File: config.mk
export PLATFORM = sky130hd
export DESIGN_NAME = tmz_timer
export DESIGN_NICKNAME = d
export VERILOG_FILES = /design/src/tmz_pkg.sv /design/src/tmz_timer.sv
export SDC_FILE = /design/constraint.sdc
export NUM_CORES = 1
export LEC_CHECK = 0
export BUFFER_PORTS_ARGS = -buffer_cell sky130_fd_sc_hd__buf_4
export CAP_MARGIN = 5
export CELL_PAD_IN_SITES_DETAIL_PLACEMENT = 0
export CELL_PAD_IN_SITES_GLOBAL_PLACEMENT = 2
export CORE_MARGIN = 1.5
export CORE_UTILIZATION = 29
export DETAILED_ROUTE_END_ITERATION = 6
export PLACE_DENSITY = 0.88
export SYNTH_ARGS = -nofsm -noshare
export SYNTH_HDL_FRONTEND = slang
export SYNTH_SLANG_ARGS = --single-unit
File: constraint.sdc
create_clock -name clk -period 4.22 [get_ports clk]
set_clock_uncertainty 0.15 [all_clocks]
set_input_delay 0.633 -clock clk [delete_from_list [all_inputs] [get_ports clk]]
set_output_delay 0.633 -clock clk [all_outputs]
set_load 0.02 [all_outputs]
File: src/tmz_pkg.sv
// package for the timer/counter block with shared prescaler
// assumes a classic wishbone slave with 32-bit data, byte addresses
`default_nettype none
package tmz_pkg;
  localparam logic [7:0] ADDR_COUNT = 8'h00;
  localparam logic [7:0] ADDR_OPTION = 8'h04;
  localparam logic [7:0] ADDR_IRQ_CTRL = 8'h08;
  localparam logic [7:0] ADDR_STATUS = 8'h0C;
  localparam logic [7:0] ADDR_CLEAR = 8'h10;
  localparam logic [7:0] ADDR_ENABLE = 8'h14;
  localparam logic [7:0] OPTION_RESET = 8'hFF;
  localparam int OPT_SRC_BIT = 5;
  localparam int OPT_EDGE_BIT = 4;
  localparam int OPT_ASSIGN_BIT = 3;
  localparam int IRQC_FLAG_BIT = 2;
  localparam int IRQC_EN_BIT = 5;
  localparam logic [1:0] WRITE_HOLD = 2'h2;
  localparam logic [7:0] COUNT_MAX = 8'hFF;
  localparam int PRE_W = 8;
  typedef struct packed {
    logic srcSelect;
    logic edgeSelect;
    logic prescalerAssign;
    logic [2:0] prescaleRate;
  } tmz_opt_t;
  typedef enum logic [1:0] {
    ST_IDLE = 2'b01,
    ST_ACK = 2'b10
  } tmz_bus_t;
endpackage : tmz_pkg
`default_nettype wire

File: src/tmz_timer.sv
// 8-bit timer/counter with prescaler shared with a watchdog, wishbone slave
// assumes clk is the instruction cycle clock; extCount is an asynchronous pin
`default_nettype none
module tmz_timer
  import tmz_pkg::*;
(
  input wire logic clk,
  input wire logic sys_rst,
  input wire logic wb_cyc_i,
  input wire logic wb_stb_i,
  input wire logic wb_we_i,
  input wire logic [7:0] wb_adr_i,
  input wire logic [3:0] wb_sel_i,
  input wire logic [31:0] wb_dat_i,
  output logic [31:0] wb_dat_o,
  output logic wb_ack_o,
  input wire logic extCount,
  input wire logic sleepMode,
  input wire logic watchdogClearInstr,
  output logic watchdogTick,
  output logic irq
);
  import tmz_pkg::*;

  // rate decode below serves an 8-bit prescaler with a 3-bit rate field only
  if (PRE_W != 8)
  begin : g_preWidthCheck
    $error("prescaler width must be 8");
  end

  // counter state
  logic [7:0] countReg;
  logic [1:0] holdCnt;

  // option register, reset to all ones
  logic [7:0] optionReg;

  // interrupt state
  logic flag;
  logic flagEnable;
  logic [0:0] statusSticky;
  logic [0:0] irqEnable;

  // shared prescaler
  logic [PRE_W-1:0] prescaler;

  // count pin synchroniser and edge history
  logic sync1;
  logic sync2;
  logic syncPrev;

  // bus slave
  logic [31:0] rdData;
  tmz_bus_t busState;

  // next values
  logic [7:0] next_countReg;
  logic [1:0] next_holdCnt;
  logic [7:0] next_optionReg;

  logic next_flag;
  logic next_flagEnable;
  logic [0:0] next_statusSticky;
  logic [0:0] next_irqEnable;

  logic [PRE_W-1:0] next_prescaler;

  logic next_sync1;
  logic next_sync2;
  logic next_syncPrev;

  logic [31:0] next_rdData;
  tmz_bus_t next_busState;

  // decoded controls and datapath
  tmz_opt_t opt;
  logic [PRE_W-1:0] preMask;
  logic busWr;
  logic busRd;
  logic wrLane0;
  logic srcEvent;
  logic preOut;
  logic tick;
  logic wrap;
  logic [PRE_W-1:0] preInc;

  assign opt = tmz_opt_t'(optionReg[5:0]);
  // request taken only in idle, so a held request acts again every other cycle
  assign busWr = wb_cyc_i && wb_stb_i && wb_we_i && (busState == ST_IDLE);
  assign busRd = wb_cyc_i && wb_stb_i && !wb_we_i && (busState == ST_IDLE);
  assign wrLane0 = busWr && wb_sel_i[0];
  assign wb_ack_o = (busState == ST_ACK);
  assign wb_dat_o = rdData;

  // pin input through two flops before any edge logic
  // only the second flop and syncPrev feed the edge detector; the first may be metastable
  always_comb
  begin
    next_sync1 = extCount;
    next_sync2 = sync1;
    next_syncPrev = sync2;
  end

  always_ff @(posedge clk)
  begin
    if (sys_rst)
    begin
      sync1 <= 1'b0;
      sync2 <= 1'b0;
      syncPrev <= 1'b0;
    end
    else
    begin
      sync1 <= next_sync1;
      sync2 <= next_sync2;
      syncPrev <= next_syncPrev;
    end
  end

  always_comb
  begin
    if (!opt.srcSelect)
      srcEvent = 1'b1;
    else if (!opt.edgeSelect)
      srcEvent = sync2 && !syncPrev;
    else
      srcEvent = !sync2 && syncPrev;
  end

  // prescaler is a free counter; a ratio of 2^(rate+1) ends when the low rate+1 bits are all ones
  // a mask, not a bit toggle, so the first period after a clear is full length
  assign preInc = prescaler + PRE_W'(1);

  for (genvar b = 0; b < PRE_W; b++)
  begin : g_preMask
    assign preMask[b] = (3'(b) <= opt.prescaleRate);
  end

  assign preOut = &(prescaler | ~preMask);

  always_comb
  begin
    next_prescaler = prescaler;
    if (!sleepMode && srcEvent)
      next_prescaler = preInc;
    if (!opt.prescalerAssign && wrLane0 && wb_adr_i == ADDR_COUNT)
      next_prescaler = '0;
    if (opt.prescalerAssign && watchdogClearInstr)
      next_prescaler = '0;
  end

  // divided tick goes to the watchdog only when it owns the prescaler
  assign watchdogTick = opt.prescalerAssign && !sleepMode && srcEvent && preOut;

  always_comb
  begin
    if (sleepMode || holdCnt != 2'h0)
      tick = 1'b0;
    else if (opt.prescalerAssign)
      tick = srcEvent;
    else
      tick = srcEvent && preOut;
  end
  assign wrap = tick && countReg == COUNT_MAX;

  always_comb
  begin
    next_countReg = countReg;
    next_holdCnt = (holdCnt != 2'h0) ? holdCnt - 2'h1 : 2'h0;
    next_optionReg = optionReg;
    next_flag = flag;
    next_flagEnable = flagEnable;
    next_statusSticky = statusSticky;
    next_irqEnable = irqEnable;

    if (tick)
      next_countReg = countReg + 8'h01;

    // only the low lane carries a register byte
    if (wrLane0)
    begin
      unique case (wb_adr_i)
        ADDR_COUNT:
        begin
          next_countReg = wb_dat_i[7:0];
          next_holdCnt = WRITE_HOLD;
        end
        ADDR_OPTION: next_optionReg = wb_dat_i[7:0];
        ADDR_IRQ_CTRL:
        begin
          next_flag = wb_dat_i[IRQC_FLAG_BIT];
          next_flagEnable = wb_dat_i[IRQC_EN_BIT];
        end
        ADDR_CLEAR: next_statusSticky = statusSticky & ~wb_dat_i[0:0];
        ADDR_ENABLE: next_irqEnable = wb_dat_i[0:0];
        default: ;
      endcase
    end

    // set beats a same-cycle software clear
    if (wrap)
    begin
      next_flag = 1'b1;
      next_statusSticky = 1'b1;
    end
  end

  always_comb
  begin
    next_rdData = 32'h0000_0000;
    next_busState = ST_IDLE;
    if (busRd)
    begin
      unique case (wb_adr_i)
        ADDR_COUNT: next_rdData = {24'h00_0000, countReg};
        ADDR_OPTION: next_rdData = {24'h00_0000, optionReg};
        ADDR_IRQ_CTRL: next_rdData = {26'h000_0000, flagEnable, 2'h0, flag, 2'h0};
        ADDR_STATUS: next_rdData = {31'h0000_0000, statusSticky};
        ADDR_ENABLE: next_rdData = {31'h0000_0000, irqEnable};
        default: next_rdData = 32'h0000_0000;
      endcase
    end

    // every access answers one cycle later, mapped or not
    if (busRd || busWr)
      next_busState = ST_ACK;
  end

  // prescaler group
  always_ff @(posedge clk)
  begin
    if (sys_rst)
    begin
      prescaler <= '0;
    end
    else
    begin
      prescaler <= next_prescaler;
    end
  end

  // counter, option and interrupt group
  always_ff @(posedge clk)
  begin
    if (sys_rst)
    begin
      countReg <= 8'h00;
      optionReg <= OPTION_RESET;
      flag <= 1'b0;
      flagEnable <= 1'b0;
      statusSticky <= 1'b0;
      irqEnable <= 1'b0;
      holdCnt <= 2'h0;
    end
    else
    begin
      countReg <= next_countReg;
      optionReg <= next_optionReg;
      flag <= next_flag;
      flagEnable <= next_flagEnable;
      statusSticky <= next_statusSticky;
      irqEnable <= next_irqEnable;
      holdCnt <= next_holdCnt;
    end
  end

  // bus group
  always_ff @(posedge clk)
  begin
    if (sys_rst)
    begin
      rdData <= 32'h0000_0000;
      busState <= ST_IDLE;
    end
    else
    begin
      rdData <= next_rdData;
      busState <= next_busState;
    end
  end

  // sleep cannot wake through this path: nothing wraps while frozen
  assign irq = (flag && flagEnable) || (statusSticky[0] && irqEnable[0]);
endmodule : tmz_timer
`default_nettype wire
### Yosys cells after proc, flatten, opt, wreduce, memory -nomap -nowiden

Index checks and enable logic that the tools add are counted.

* bits of input ports: 52
* output and inout port bits: 35
* word-level logic and storage cells: 95
* bits in registers: 67

* bitwise gates (word level): 5
* reduce and logical (&&, ||, !) cells: 40
* eq/ne operators: 8
* add/sub/neg operators: 3
* multiplexer cells: 18
* magnitude comparators: 8

Operators with widths (count)
* 8-bit one-hot mux with 5 select lines: 1
* 8-bit two-way mux: 3
* 1-bit logical AND: 19
* 8-bit by 1-bit adder with 8-bit output, second input constant: 2
* 8-bit by 4-bit equality test with 1-bit output, second input constant: 2
* 8-bit by 5-bit equality test with 1-bit output, second input constant: 2
* 3-bit less-or-equal comparator, first input constant: 4
* 1-bit two-way mux: 10
* 2-bit AND reduction: 5
* 8-bit by 3-bit equality test with 1-bit output, second input constant: 1
* 8-bit equality test, second input constant: 1
* 8-bit zero test: 1
* 2-bit two-way mux: 4
* 8-bit inverter: 1
* 8-bit bitwise OR: 1
* 8-bit AND reduction: 1
* 2-bit nonzero test: 4
* 1-bit by 3-bit less-or-equal comparator with 1-bit output, first input constant: 2
* 2-bit by 3-bit less-or-equal comparator with 1-bit output, first input constant: 2
* 1-bit zero test: 5
* 1-bit logical OR: 3
* 3-bit OR reduction: 1
* 2-bit by 1-bit equality test with 1-bit output, second input constant: 1
* 2-bit equality test, second input constant: 1
* 4 further kinds: 5

### Logic depth before layout (Yosys ltp)

* word-level depth: 10
* depth in mapped cells: 6
* gate-level depth less buffers: 5

### Least setup slack after synthesis

OpenSTA, ideal clock, no wires.

* path type: input-to-reg
* start: input wb_adr_i[1]
* end: register prescaler[0]
* path slack: 1.749 ns
* library setup time: 0.135 ns
* buffers on the path: 0
* data required time: 3.935 ns
* stages: 5
* arrival: 2.185 ns
* cells stage by stage: or4_1 > nor3_4 > nand3_1 > o211ai_1 > nor2_1

* word-level cells in the longest chain between the ends: 3

RTL lines
* start: declaration: line tmz_timer.sv:12 `input wire logic [7:0] wb_adr_i,`
* 8-bit zero test: line tmz_timer.sv:146 `if (!opt.prescalerAssign && wrLane0 && wb_adr_i == ADDR_COUNT)`
* 1-bit logical AND: line tmz_timer.sv:146
* 3-bit OR reduction (no source line)
* end signal: assignment: line tmz_timer.sv:238 `prescaler <= next_prescaler;`
* end: declaration: line tmz_timer.sv:45 `logic [PRE_W-1:0] prescaler;`

No other way between the ends.
A chain may end at the register's enable or synchronous reset.

### Worst setup path in the final report

* start: register optionReg[4]
* end: output watchdogTick

* word-level cells in the longest chain between the ends: 4

RTL lines
* start: declaration: line tmz_timer.sv:36 `logic [7:0] optionReg;`
* start signal: assignment: line tmz_timer.sv:258 `optionReg <= next_optionReg;`
* 1-bit two-way mux: line tmz_timer.sv:124 `else if (!opt.edgeSelect)`
* 1-bit two-way mux: line tmz_timer.sv:122 `if (!opt.srcSelect)`
* 1-bit logical AND (2 in series): line tmz_timer.sv:153 `assign watchdogTick = opt.prescalerAssign && !sleepMode && srcEvent && preOut;`
* end: declaration: line tmz_timer.sv:20 `output logic watchdogTick,`

No other way between the ends.

==> run metrics <==
DPL Wire Length 3580 µm; CTS H-Tree Depth 2; peak clock frequency supported by timing 0.358 GHz; clk sinks 43; clock latency at the later pin of the worst-skew pair 290 ps; aggregate routed wire length 4870 µm; number of antenna violations at the first check in global routing 0; global-route wire length before repair 8220 µm; clock buffer depth 2; Hold Crit Class flop to flop; setup repair after global routing missed its margin no; synthesized flop and latch total 43; Net count, final 337; cell row count 31; leakage power 1.11 nW; transition at the pin with the smallest max-transition slack 674 ps; instance count after placement with tap cells included 375; library cell occupying the most area in the post-synthesis netlist dfxtp_1; IR drop worst, VDD 0.141 mV; total via count after detailed routing 1735; Setup crit end kind primary output; worst-path maximum fanout 10; Final setup viols 0; most frequent cells in the layout dfxtp_1, buf_4, nor2_1; max-slew violation count 0; effective utilization at floorplan 30.2%; final cycle utilization of the critical path 66.2%; clock tree root buffer cell clkbuf_8; pin count of the biggest net entering global routing 18; clock tree from TritonCTS done; via density per instance 4.53; share of the synthesized area in the top cell type 39.1%; Port Buffers 35; post-CTS repair timing setup buffer count 0; GRT Resource Usage Total 12.6%; final design area excluding fillers 2580 µm²; clock transition at the registers of the reported paths 80 ps; mapped cell area 2200 µm²; power density over the cells 313 nW/µm²; number of diodes added for antenna fixing 0; crit start category flop; CORE AREA 7290 µm²; cell count after synthesis 247; # fillers 765; DRC violation total after the first TritonRoute iteration 119; global placement routability congestion 0.788; detailed-route wire length per cell 12.7 µm; most frequent standard cell in the layout excluding fill and tap cells dfxtp_1; max_slew headroom 54.9%; height of the die 90.1 µm; detailed-router iteration count before antenna repair 6; Num CTS Buffers 5; number of endpoints with negative hold slack in the final report 0; leading cell types by total area after synthesis dfxtp_1, mux2i_1, buf_4; status finished clean; area enclosed by the die boundary 8130 µm²; worst-path cell chain or3b_4 > a31oi_2 > and3_1 > buf_4; residual overflow from global routing 0; dominant synthesized flop cell dfxtp_1; arrival time worst endpoint 2010 ps; share of async-settable or async-resettable flops after synthesis 0%; DIE WIDTH 90.1 µm; critical path type flop to primary output; Critical Path RT 3440 ps; stage delay of the slowest cell on the critical path 530 ps; register area share after synthesis 39.1%; CTS Hold Bufs 0; Yosys warning count 0; share of cells above drive strength 1 18.0%; EDFF count, synth 0; number of global-route vias before repair 1608; number of non-filler instances in the completed layout 383; post-cts sizing count 0; shortest period the worst path allows 2790 ps; cell with the biggest individual delay on the critical path a31oi_2; Max-cap violations 0; count of cell types in the netlist 47; final total negative setup slack 0 ps; Boundary Pins 87; post-synthesis area per instance 8.92 µm²; synth-to-layout area growth 17.1%; post-detailed-route DRC marker count 0; count of nets left with antenna violations after detail routing 0; cell area after placement 2460 µm²
## worst max-delay path, delay by kind of cell (launching register included)
kind | cells | cell delay (ps)
AOI/OAI and AO/OA | 1 | 530
DFF | 1 | 350
and+or+nand+nor | 2 | 680
buffers and inverters | 1 | 140
## stage by stage
stage / power, W / hold slack [ps] / worst slack [ps] / util [%]
2_1_floorplan: 0.000475 / 264 / 1750 / -
3_3_place_gp: 0.000485 / 277 / 1290 / 33.8
3_5_place_dp: 0.000485 / 279 / 1270 / 33.8
4_1_cts: 0.000821 / 298 / 1420 / 35.4
5_1_grt: 0.000841 / 318 / 1330 / 35.4
6_report: 0.000808 / 295 / 1430 / 35.4
## synth_stat cells, types with 2 or more instances
cell / count
dfxtp_1: 43
nor2_1: 32
buf_4: 25
nand2_1: 21
mux2i_1: 20
o21ai_0: 10
a21oi_1: 7
nand3_1: 7
a311oi_1: 6
nor2b_1: 6
xor2_1: 6
and3_1: 5
nand4_1: 5
inv_1: 4
nor4b_1: 4
or3_1: 4
clkbuf_1: 3
a31oi_1: 2
and2_1: 2
buf_6: 2
ha_1: 2
nand2b_1: 2
nand3b_1: 2
nor3b_1: 2
o211ai_1: 2
or4_1: 2
## power breakdown
part	switching [W]	leakage, nW	internal [W]
Sequential	0.00000112	0.347	0.000408
Clock	0.000141	0.0612	0.000192
Combinational	0.0000440	0.703	0.0000230
## layout make-up
cell class                      instances  area [µm²]  area share (%)
Multi-Input combinational cell        193        1190            46.2
Inverter                                4        15.0           0.582
Clock buffer                            6        82.6            3.20
Clock inverter                          2        35.0            1.36
Timing Repair Buffer                   36         270            10.5
Tap cell                               99         124            4.80
Sequential cell                        43         861            33.4
## cells by family (layout without fill, tap and decap cells)
family | count (synthesis) | in the layout | share of synthesized area [%]
AOI/OAI and AO/OA | 37 | 37 | 12.3
xor gates and xnor gates | 7 | 7 | 2.78
adders and majority gates | 2 | 2 | 1.14
buffers and inverters | 34 | 48 | 10.7
DFF | 43 | 43 | 39.1
muxes | 20 | 20 | 9.09
other | 1 | 24 | 0.170
and+or+nand+nor | 103 | 103 | 24.7
## sequential cells by signal, summed over array words and instances (netlist names)
signal	cells
busState	2
holdCnt	2
wb_dat_o	8
syncPrev	1
optionReg	8
prescaler	8
next_sync2	1
flag	1
irqEnable	1
next_syncPrev	1
flagEnable	1
countReg	8
statusSticky	1
## final timing paths
| check | slack [ps] | from | to | cells after the start |
|---|---|---|---|---|
| hold / removal | 290 | next_sync2 | next_syncPrev | 1 |
| setup / recovery | 1430 | optionReg[4] | watchdogTick | 4 |
| hold reg to reg | 290 | next_sync2 | next_syncPrev | 1 |
| setup reg to reg | 1860 | optionReg[0] | countReg[6] | 5 |
## routing by layer
| layer | up-vias | GRT usage, % | wire length [µm] |
|---|---|---|---|
| li1 | 899 | - | - |
| met1 | 790 | 17.0 | 2400 |
| met2 | 42 | 20.1 | 2230 |
| met3 | 4 | 2.88 | 184 |
| met4 | 0 | 3.57 | 56 |
| met5 | - | 0 | 0 |
(Power assumes the default switching activity.)
